**config.mk**
```make
export PLATFORM = sky130hd
export DESIGN_NAME = ocfr_bank
export DESIGN_NICKNAME = d
export VERILOG_FILES = /design/src/hdl/ocfr_pkg.sv /design/src/hdl/ocfr_chan.sv /design/src/hdl/ocfr_bank.sv
export SDC_FILE = /design/constraint.sdc
export NUM_CORES = 1
export LEC_CHECK = 0
export BUFFER_PORTS_ARGS = -buffer_cell sky130_fd_sc_hd__buf_2
export CORE_AREA = 2 2 46 80
export CTS_CLUSTER_DIAMETER = 50
export DETAILED_ROUTE_END_ITERATION = 10
export DIE_AREA = 0 0 48 82
export PLACE_DENSITY = 0.88
export SLEW_MARGIN = 10
export SYNTH_ARGS = -nofsm -noshare
export SYNTH_HDL_FRONTEND = slang
export SYNTH_SLANG_ARGS = --single-unit
```
**constraint.sdc**
```tcl
create_clock -name clk_sys_i -period 1.88 [get_ports clk_sys_i]
set_input_delay 0.282 -clock clk_sys_i [delete_from_list [all_inputs] [get_ports clk_sys_i]]
set_output_delay 0.282 -clock clk_sys_i [all_outputs]
set_load 0.02 [all_outputs]
```
**src/hdl/ocfr_pkg.sv**
```systemverilog
// Package: constants for the overcurrent fault response register bank
package ocfr_pkg;
   localparam logic [7:0] OCFR_CMD_CODE = 8'h47;
   localparam logic [7:0] OCFR_RESET_VAL = 8'h3F;
   localparam logic [2:0] OCFR_DELAY_VAL = 3'h7;
   localparam int OCFR_SET_LSB = 3;
   localparam int OCFR_SET_MSB = 5;
   localparam logic [7:0] OCFR_PAGE_CH1 = 8'h00;
   localparam logic [7:0] OCFR_PAGE_CH2 = 8'h01;
   localparam logic [7:0] OCFR_PAGE_ALL = 8'hFF;
   localparam logic [2:0] OCFR_SET_DEFAULT = 3'h7;
   // Status bit positions inside each status register
   localparam int OCFR_SB_OCF_BIT = 4;
   localparam int OCFR_SB_CML_BIT = 1;
   localparam int OCFR_SW_IOUT_BIT = 14;
   localparam int OCFR_SI_OCF_BIT = 7;
   localparam int OCFR_SI_OCW_BIT = 5;
   localparam int OCFR_CML_IVC_BIT = 7;
endpackage

```
**src/hdl/ocfr_chan.sv**
```systemverilog
// Per-channel storage of the response setting field
`timescale 1ns/1ps
module ocfr_chan
   import ocfr_pkg::*;
(
   input wire logic clk_sys_i,
   input wire logic reset_i,
   input wire logic load_i,
   input wire logic [2:0] load_val_i,
   input wire logic wr_i,
   input wire logic [2:0] wr_val_i,
   output logic [2:0] setting_o
);
   typedef struct packed
   {
      logic [2:0] setting;
   } ocfr_chan_st_t;

   ocfr_chan_st_t st_q;
   ocfr_chan_st_t st_d;

   always_comb
   begin
      st_d = st_q;
      if (load_i)
      begin
         st_d.setting = load_val_i;
      end
      else if (wr_i)
      begin
         st_d.setting = wr_val_i;
      end
   end

   always_ff @(posedge clk_sys_i)
   begin
      if (reset_i)
      begin
         st_q.setting <= OCFR_SET_DEFAULT;
      end
      else
      begin
         st_q <= st_d;
      end
   end

   assign setting_o = st_q.setting;
endmodule

```
**src/hdl/ocfr_bank.sv**
```systemverilog
// Overcurrent fault response register bank with paging and fault flags
// Function
// The stored response setting of a channel drives its fault action.
// An overcurrent fault sets the overcurrent flag of the status byte.
// An overcurrent fault sets the overcurrent bits of the status word.
// An overcurrent fault sets fault and warning flags of output current.
// An overcurrent fault raises the alert line toward the host.
// Bits two to zero always read as 111, the fixed delay of seven units.
// Each channel has its own copy, page 0 selecting channel one.
// Writes on page 0 are always taken; a load_i in the same cycle drops the write, which is still acked.
// Writes to the page 1 copy are taken only while channel two is master.
// A slave channel two uses the page 0 setting.
// The host keeps stacked slave page 0 equal to the master; unchecked.
// A refused page 1 write is NACKed, flags invalid command and alerts.
// Power-up loads 00111111 unless a stored user value replaces it.
// Bits five to three are writable; bits seven and six read zero.
// Writes to read-only bits are dropped while writable bits are kept.
`timescale 1ns/1ps
module ocfr_bank
   import ocfr_pkg::*;
(
   input wire logic clk_sys_i,
   input wire logic reset_i,
   input wire logic [7:0] page_i,
   input wire logic ch2_master_i,
   input wire logic wr_i,
   input wire logic [7:0] wr_data_i,
   input wire logic rd_i,
   input wire logic load_i,
   input wire logic user_valid_i,
   input wire logic [7:0] user_val_i,
   input wire logic [1:0] oc_fault_i,
   input wire logic [1:0] uv_fault_i,
   input wire logic clear_faults_i,
   input wire logic alert_ack_i,
   output logic wr_ack_o,
   output logic wr_nack_o,
   output logic [7:0] rd_data_o,
   output logic [2:0] ch1_response_o,
   output logic [2:0] ch2_response_o,
   output logic [2:0] fault_delay_o,
   output logic [1:0] act_fire_o,
   output logic [7:0] status_byte_o,
   output logic [15:0] status_word_o,
   output logic [7:0] status_iout_o,
   output logic [7:0] status_cml_o,
   output logic smb_alert_n_o
);
   typedef struct packed
   {
      logic ack;
      logic nack;
      logic [7:0] rdata;
      logic [1:0] overcurrent_fault_flag;
      logic [1:0] overcurrent_warning_flag;
      logic invalid_command_flag;
      logic alert;
      logic [1:0] fire;
   } ocfr_st_t;

   ocfr_st_t st_q;
   ocfr_st_t st_d;
   logic [2:0] set1;
   logic [2:0] set2;
   logic [2:0] eff2;
   logic is_p0;
   logic is_p1;
   logic refuse;
   logic wr1;
   logic wr2;
   logic [2:0] ld_val;
   logic [2:0] wr_val;
   logic [7:0] sel_val;

   assign is_p0 = (page_i == OCFR_PAGE_CH1) || (page_i == OCFR_PAGE_ALL);
   assign is_p1 = (page_i == OCFR_PAGE_CH2) || (page_i == OCFR_PAGE_ALL);
   assign refuse = wr_i && (page_i == OCFR_PAGE_CH2) && !ch2_master_i;
   assign wr1 = wr_i && is_p0;
   assign wr2 = wr_i && is_p1 && ch2_master_i;
   assign wr_val = wr_data_i[OCFR_SET_MSB:OCFR_SET_LSB];
   assign ld_val = user_valid_i ? user_val_i[OCFR_SET_MSB:OCFR_SET_LSB]
                                : OCFR_RESET_VAL[OCFR_SET_MSB:OCFR_SET_LSB];

   // Channel copies; page 0 is channel one
   ocfr_chan u_ch1
   (
      .clk_sys_i(clk_sys_i),
      .reset_i(reset_i),
      .load_i(load_i),
      .load_val_i(ld_val),
      .wr_i(wr1),
      .wr_val_i(wr_val),
      .setting_o(set1)
   );

   ocfr_chan u_ch2
   (
      .clk_sys_i(clk_sys_i),
      .reset_i(reset_i),
      .load_i(load_i),
      .load_val_i(ld_val),
      .wr_i(wr2),
      .wr_val_i(wr_val),
      .setting_o(set2)
   );

   assign eff2 = ch2_master_i ? set2 : set1;
   // Readback: bits 7:6 zero, 5:3 setting, 2:0 fixed delay
   assign sel_val = {2'h0, (page_i == OCFR_PAGE_CH2) ? eff2 : set1,
                     OCFR_DELAY_VAL};

   always_comb
   begin
      st_d = st_q;
      st_d.ack = (wr1 || wr2) && !refuse;
      st_d.nack = refuse;
      if (rd_i)
      begin
         st_d.rdata = sel_val;
      end
      // Hardware set wins over clear in the same cycle
      if (clear_faults_i)
      begin
         st_d.overcurrent_fault_flag = 2'h0;
         st_d.overcurrent_warning_flag = 2'h0;
         st_d.invalid_command_flag = 1'b0;
      end
      st_d.overcurrent_fault_flag = st_d.overcurrent_fault_flag | oc_fault_i;
      st_d.overcurrent_warning_flag = st_d.overcurrent_warning_flag | oc_fault_i;
      st_d.invalid_command_flag = st_d.invalid_command_flag | refuse;
      if (alert_ack_i || clear_faults_i)
      begin
         st_d.alert = 1'b0;
      end
      if ((|oc_fault_i) || refuse)
      begin
         st_d.alert = 1'b1;
      end
      st_d.fire = oc_fault_i | uv_fault_i;
   end

   always_ff @(posedge clk_sys_i)
   begin
      if (reset_i)
      begin
         st_q <= '0;
      end
      else
      begin
         st_q <= st_d;
      end
   end

   assign wr_ack_o = st_q.ack;
   assign wr_nack_o = st_q.nack;
   assign rd_data_o = st_q.rdata;
   assign ch1_response_o = set1;
   assign ch2_response_o = eff2;
   assign fault_delay_o = OCFR_DELAY_VAL;
   assign act_fire_o = st_q.fire;

   always_comb
   begin
      status_byte_o = 8'h00;
      status_byte_o[OCFR_SB_OCF_BIT] = |st_q.overcurrent_fault_flag;
      status_byte_o[OCFR_SB_CML_BIT] = st_q.invalid_command_flag;
      status_word_o = 16'h0000;
      status_word_o[7:0] = status_byte_o;
      status_word_o[OCFR_SW_IOUT_BIT] = |st_q.overcurrent_fault_flag;
      status_iout_o = 8'h00;
      status_iout_o[OCFR_SI_OCF_BIT] = |st_q.overcurrent_fault_flag;
      status_iout_o[OCFR_SI_OCW_BIT] = |st_q.overcurrent_warning_flag;
      status_cml_o = 8'h00;
      status_cml_o[OCFR_CML_IVC_BIT] = st_q.invalid_command_flag;
   end

   assign smb_alert_n_o = !st_q.alert;
endmodule

```
==> impl_metrics.csv, run 1 <==
group,metric,value,unit
synth,synth_top_area_cell,"dfxtp_1",
die,die_area,3940,um2
hold_path,hold_end,"act_fire_o[0]",
clock_network,cts_root_buf,"clkbuf_8",
synth,synth-seq-cells,20,
clock_network,ctsResizeCount,0,
die,rows,28,
clock_network,clk_latency,0.25,ns
timing,skew,0.00139,ns
synth,synth.mux.area_fraction,0.0241,
clock_network,cts_buffers,3,
clock_network,path_clk_slew,0.07,ns
setup_path,path_cells,"buf_2 > or4_4 > nor4b_1 > a211o_2 > a21oi_1",
setup_path,max_stage_delay,0.56,ns
synth,post_synth.cell_area_avg,8.36,um2
timing,fin_crit_sh,0.749,
die,die_w,48,um
flow_run,max-cap-violations,0,
place,hpwl,2.29,mm
detailed_routing,routed.top_layer,"met4",
detailed_routing,drt-initial-drc-count,40,
grt,grt-ovfl-total,0,
die,start_util,0.422,
synth,synth.most_common_cell,"buf_4",
synth,async_flop_share,0,
power_and_ir_drop,total_power,0.00101,W
detailed_routing,ant_nets,0,
detailed_routing,met2_length,1.58,mm
die,pin_count,99,
place,routabilityCongestion,0.802,
detailed_routing,avgRoutedWirePerCell,11.2,um
die,die_h,82,um
final_layout,fill_cells,359,
synth,synth.distinct_cells,37,
final_layout,fin_nets,241,
setup_path,critPathKind,"in2reg",
grt,grt_pass1_wl,4.03,mm
final_layout,final_layout_size_suffix_gt1_frac,0.347,
detailed_routing,vias_per_cell,4.71,
final_layout,seq_area,400,um2
setup_path,worst_setup_path_start_kind,"input pin",
power_and_ir_drop,power.leakage,0.749,nW
timing,setup_tns,0,ns
final_layout,area.growth.synth_to_final,6.06,%
synth,synth_top_area_frac,0.285,
grt,antenna_found_initial,0,
synth,synth-adder-area-share,0,
clock_network,post_cts_buffers,0,
synth,synthesis.instances,168,
synth,seq_area_frac_synth,0.285,
hold_path,hp-start,"uv_fault_i[0]",
detailed_routing,totalWireLength,2.76,mm
timing,period_minus_slack,1.41,ns
place,numPortBuffers,51,
detailed_routing,drc,0,
setup_path,r2r-start,"u_ch1.setting_o[1]",
status,outcome,"completed",
synth,syn_area,1400,um2
timing,finalSetupViolCount,0,
synth,synth-simple-area-share,0.206,
synth,synth_top_family_by_area,"buffers and inverters",
clock_network,htree_num_levels,1,
synth,synth_xor_area_frac,0,
detailed_routing,wl_met1,942,um
detailed_routing,vias,1164,
setup_path,reg2reg_to,"rd_data_o[4]",
die,fp.coreArea,3330,um2
synth,synth_ff_type,"dfxtp_1",
detailed_routing,met3_length,199,um
setup_path,slowest_stage,"or4_4",
hold_path,hp-class,"in2reg",
setup_path,crit_arrival,1.53,ns
detailed_routing,drtPass1Iterations,4,
synth,synth_warnings,0,
power_and_ir_drop,irDropWorstVdd,0.000343,V
timing,rsz0062_at_grt,"false",
clock_network,cts_tree,"yes",
power_and_ir_drop,power.density,677,nW/um2
final_layout,n_antenna_cell,0,
setup_path,reg2reg_depth,4,
clock_network,clock_path_buffers,2,
hold_path,hold_path_depth,3,
synth,yosys-top-cells-count,"buf_4, dfxtp_1, nor2_1, inv_1, a21oi_1",
timing,slew_viol_final,0,
clock_network,cts.sinks,20,
setup_path,r2r_slack,0.52,ns
timing,max_freq,710,MHz
grt,track_usage,0.142,
final_layout,multi_input_area,702,um2
synth,synth_edf_count,0,
synth,synth-compound-area-share,0.171,
setup_path,crit_required,2.00,ns
timing,hold_viol,0,
grt,grt_pass1_vias,953,
setup_path,critPathCaptureType,"flop",
synth,synth_area_leaders,"dfxtp_1, buf_4, nor2_1",
grt,grt_max_degree,26,
clock_network,cts.hold.buffers_added,0,
setup_path,path_max_fanout,4,
worst max path at each step:
stage,endpoint,from,cells after the start
after detailed placement,rd_data_o[4],page_i[2],5
after floorplan,rd_data_o[5],ch2_master_i,5
after global routing,u_ch2.setting_o[2],page_i[2],5
final,rd_data_o[4],page_i[2],5
after global placement,rd_data_o[4],page_i[2],5
after CTS,rd_data_o[4],page_i[2],5
placed cells by master, fill, tap and decap left out, types with 4 or more instances in the layout:
master | netlist | final
nor2_1 | 12 | 12
nor3_1 | 6 | 6
a211oi_1 | 4 | 4
dfxtp_1 | 20 | 20
or4_1 | 4 | 4
conb_1 | 2 | 37
a21oi_1 | 8 | 8
buf_2 | 0 | 51
inv_1 | 9 | 9
nand2_1 | 5 | 5
registers in the layout, summed over array words and instances, names as in the netlist:
signal and cells:
wr_nack_o 1, u_ch2.setting_o 3, st_q 5, u_ch1.setting_o 3
rd_data_o 4, act_fire_o 2, wr_ack_o 1, status_byte_o 1
power breakdown:
group | switching, W | leakage [nW] | internal, W
logic | 0.000193 | 0.561 | 0.0000832
registers | 0.0000158 | 0.166 | 0.000450
clock network | 0.000123 | 0.0216 | 0.000142
per-stage QoR:
stage	utilization	area [um2]	hold WS (ns)	instances	setup WS, ns
final	0.447	1490	0.237	247	0.472
after global routing	0.447	1490	0.246	247	0.354
after detailed placement	0.435	1450	0.456	244	0.234
after floorplan	-	1540	0.398	203	0.448
after global placement	0.435	1450	0.447	244	0.250
after CTS	0.447	1490	0.243	247	0.484
final cells by class:
type                    count  area share
repair buffers             51       0.171
clock buffers               3      0.0277
flip-flops and latches     20       0.269
multi-input cells         119       0.471
inverters                   9      0.0227
well taps                  45      0.0378
worst max-delay path, delay by kind of cell:
kind	cells	cell delay [ns]
compound gates	2	0.21
buf+inv	1	0.13
simple gates	2	0.91
metal layers:
| layer | up-vias | track usage |
|---|---|---|
| met5 | - | 0 |
| met4 | 0 | 0.0595 |
| met2 | 62 | 0.281 |
| li1 | 567 | - |
| met1 | 529 | 0.124 |
| met3 | 6 | 0.0264 |
logic make-up after synthesis:
group	count (synthesis)
buffers and inverters	64
multiplexers	3
other	2
flip-flops	20
AND/OR/NAND/NOR	47
AO/OA/AOI/OAI	32
Power figures use the tool's default switching activity.
==> run 2, diff against run 1 <==
--- a/config.mk
+++ b/config.mk
@@ -6,11 +6,11 @@
 export NUM_CORES = 1
 export LEC_CHECK = 0
 export BUFFER_PORTS_ARGS = -buffer_cell sky130_fd_sc_hd__buf_2
-export CORE_AREA = 2 2 46 80
+export CORE_AREA = 2 2 48 83
 export CTS_CLUSTER_DIAMETER = 50
 export DETAILED_ROUTE_END_ITERATION = 10
-export DIE_AREA = 0 0 48 82
-export PLACE_DENSITY = 0.88
+export DIE_AREA = 0 0 50 85
+export PLACE_DENSITY = 0.82
 export SLEW_MARGIN = 10
 export SYNTH_ARGS = -nofsm -noshare
 export SYNTH_HDL_FRONTEND = slang
==> constraint.sdc (replaced) <==
create_clock -name clk_sys_i -period 1.4 [get_ports clk_sys_i]
set_input_delay 0.21 -clock clk_sys_i [delete_from_list [all_inputs] [get_ports clk_sys_i]]
set_output_delay 0.21 -clock clk_sys_i [all_outputs]
set_load 0.02 [all_outputs]
==> run 2 against run 1 <==
Core utilization is 1.7 points lower. Total power is 43% higher. Sequential share of layout area is 1.0 points lower. Critical endpoint is now rd_data_o[3]. Largest cell class unchanged.
==> impl_metrics.csv, run 2 (synthesis results as in run 1) <==
group,metric,value,unit
clock_network,cts_tree,"yes",
setup_path,critPathKind,"in2reg",
grt,grt-ovfl-total,0,
setup_path,crit_required,1.55,ns
final_layout,layout_common_cells,"buf_2, conb_1, dfxtp_1, nor2_1, inv_1",
clock_network,cts_root_buf,"clkbuf_8",
grt,antenna_found_initial,0,
timing,rsz0062_at_grt,"false",
place,numPortBuffers,51,
clock_network,path_clk_slew,0.07,ns
final_layout,fill_cells,371,
clock_network,post_cts_buffers,0,
detailed_routing,totalWireLength,2.89,mm
place,hpwl,2.37,mm
final_layout,mostFrequentLayoutCell,"buf_2",
setup_path,crit_arrival,1.48,ns
final_layout,fin_cells,254,
timing,setup_ws,0.0774,ns
grt,grt_pass1_vias,1032,
timing,slew_viol_final,0,
clock_network,clock_path_buffers,2,
power_and_ir_drop,total_power,0.00144,W
detailed_routing,drc,0,
die,start_util,0.391,
power_and_ir_drop,power.leakage,0.780,nW
die,pin_count,99,
place,pre_cts_ws,-0.174,ns
detailed_routing,drtPass1Iterations,4,
final_layout,n_antenna_cell,0,
final_layout,largest_reg_flops,5,
timing,period_minus_slack,1.32,ns
setup_path,path_max_fanout,4,
die,die_area,4250,um2
clock_network,cts_buffers,3,
final_layout,fin_nets,246,
status,outcome,"completed",
die,fp.coreArea,3590,um2
clock_network,htree_num_levels,1,
clock_network,clk_latency,0.26,ns
place,dp.cells,250,
clock_network,cts.hold.buffers_added,0,
final_layout,final_layout_size_suffix_gt1_frac,0.370,
setup_path,critPathCaptureType,"flop",
timing,max_freq,756,MHz
die,die_h,85,um
clock_network,ctsResizeCount,0,
power_and_ir_drop,irDropWorstVdd,0.000399,V
die,die_w,50,um
final_layout,area.growth.synth_to_final,10.2,%
detailed_routing,vias_per_cell,4.69,
timing,hold_viol,0,
timing,skew,0.000839,ns
setup_path,worst_setup_path_start_kind,"input pin",
detailed_routing,avgRoutedWirePerCell,11.4,um
hold_path,hp-class,"in2reg",
grt,grt_max_degree,15,
die,rows,29,
timing,fin_crit_sh,0.945,
detailed_routing,vias,1191,
detailed_routing,drt-initial-drc-count,18,
power_and_ir_drop,power.density,932,nW/um2
timing,finalSetupViolCount,0,
clock_network,cts.sinks,20,
timing,whs,0.157,ns
grt,track_usage,0.140,
flow_run,max-cap-violations,0,
grt,grt_pass1_wl,4.53,mm
detailed_routing,ant_nets,0,
final_layout,regMostFlops,"st_q",
place,routabilityCongestion,0.764,
-- run 2: cell count changes in the layout (fill, tap and decap cells not counted) --
cell / delta
buf_4: +5
a22oi_1: -1
a22oi_2: +1
clkbuf_8: +1
-- run 2: per-stage QoR --
stage / area, um2 / utilization / setup TNS [ns]
after floorplan: 1540 / - / 0
after global placement: 1490 / 0.414 / -1.07
after detailed placement: 1490 / 0.414 / -1.21
after CTS: 1540 / 0.429 / 0
after global routing: 1550 / 0.431 / 0
final: 1550 / 0.431 / 0
-- run 2: final timing paths --
check / start / endpoint / slack (ns) / cells after the start
hold / removal: uv_fault_i[1] / act_fire_o[1] / 0.16 / 3
setup reg to reg: u_ch1.setting_o[0] / rd_data_o[3] / 0.08 / 4
setup / recovery: page_i[2] / rd_data_o[3] / 0.08 / 5
hold reg to reg: rd_data_o[4] / rd_data_o[4] / 0.46 / 2
-- run 2: power breakdown --
group,internal (W),switching (W)
logic,0.000122,0.000264
registers,0.000604,0.0000182
clock network,0.000250,0.000183
-- run 2: area by class of cell --
type	instances	area, um2	area share
well taps	46	57.6	0.0372
inverters	9	33.8	0.0218
multi-input cells	119	707	0.457
repair buffers	56	293	0.189
clock buffers	4	55.1	0.0356
flip-flops and latches	20	400	0.259
-- run 2: routing by layer --
layer / part of all wire / global-route usage / vias to the layer above
met4: 0.021 / 0.0783 / 0
met2: 0.57 / 0.282 / 62
met3: 0.073 / 0.0229 / 5
met5: 0 / 0 / -
li1: - / - / 582
met1: 0.34 / 0.120 / 542
-- run 2: critical path: stages --
cell and delay [ns]:
buf_2 0.12, or4_4 0.57, nor4b_1 0.36, a211o_2 0.17
a21oi_1 0.05
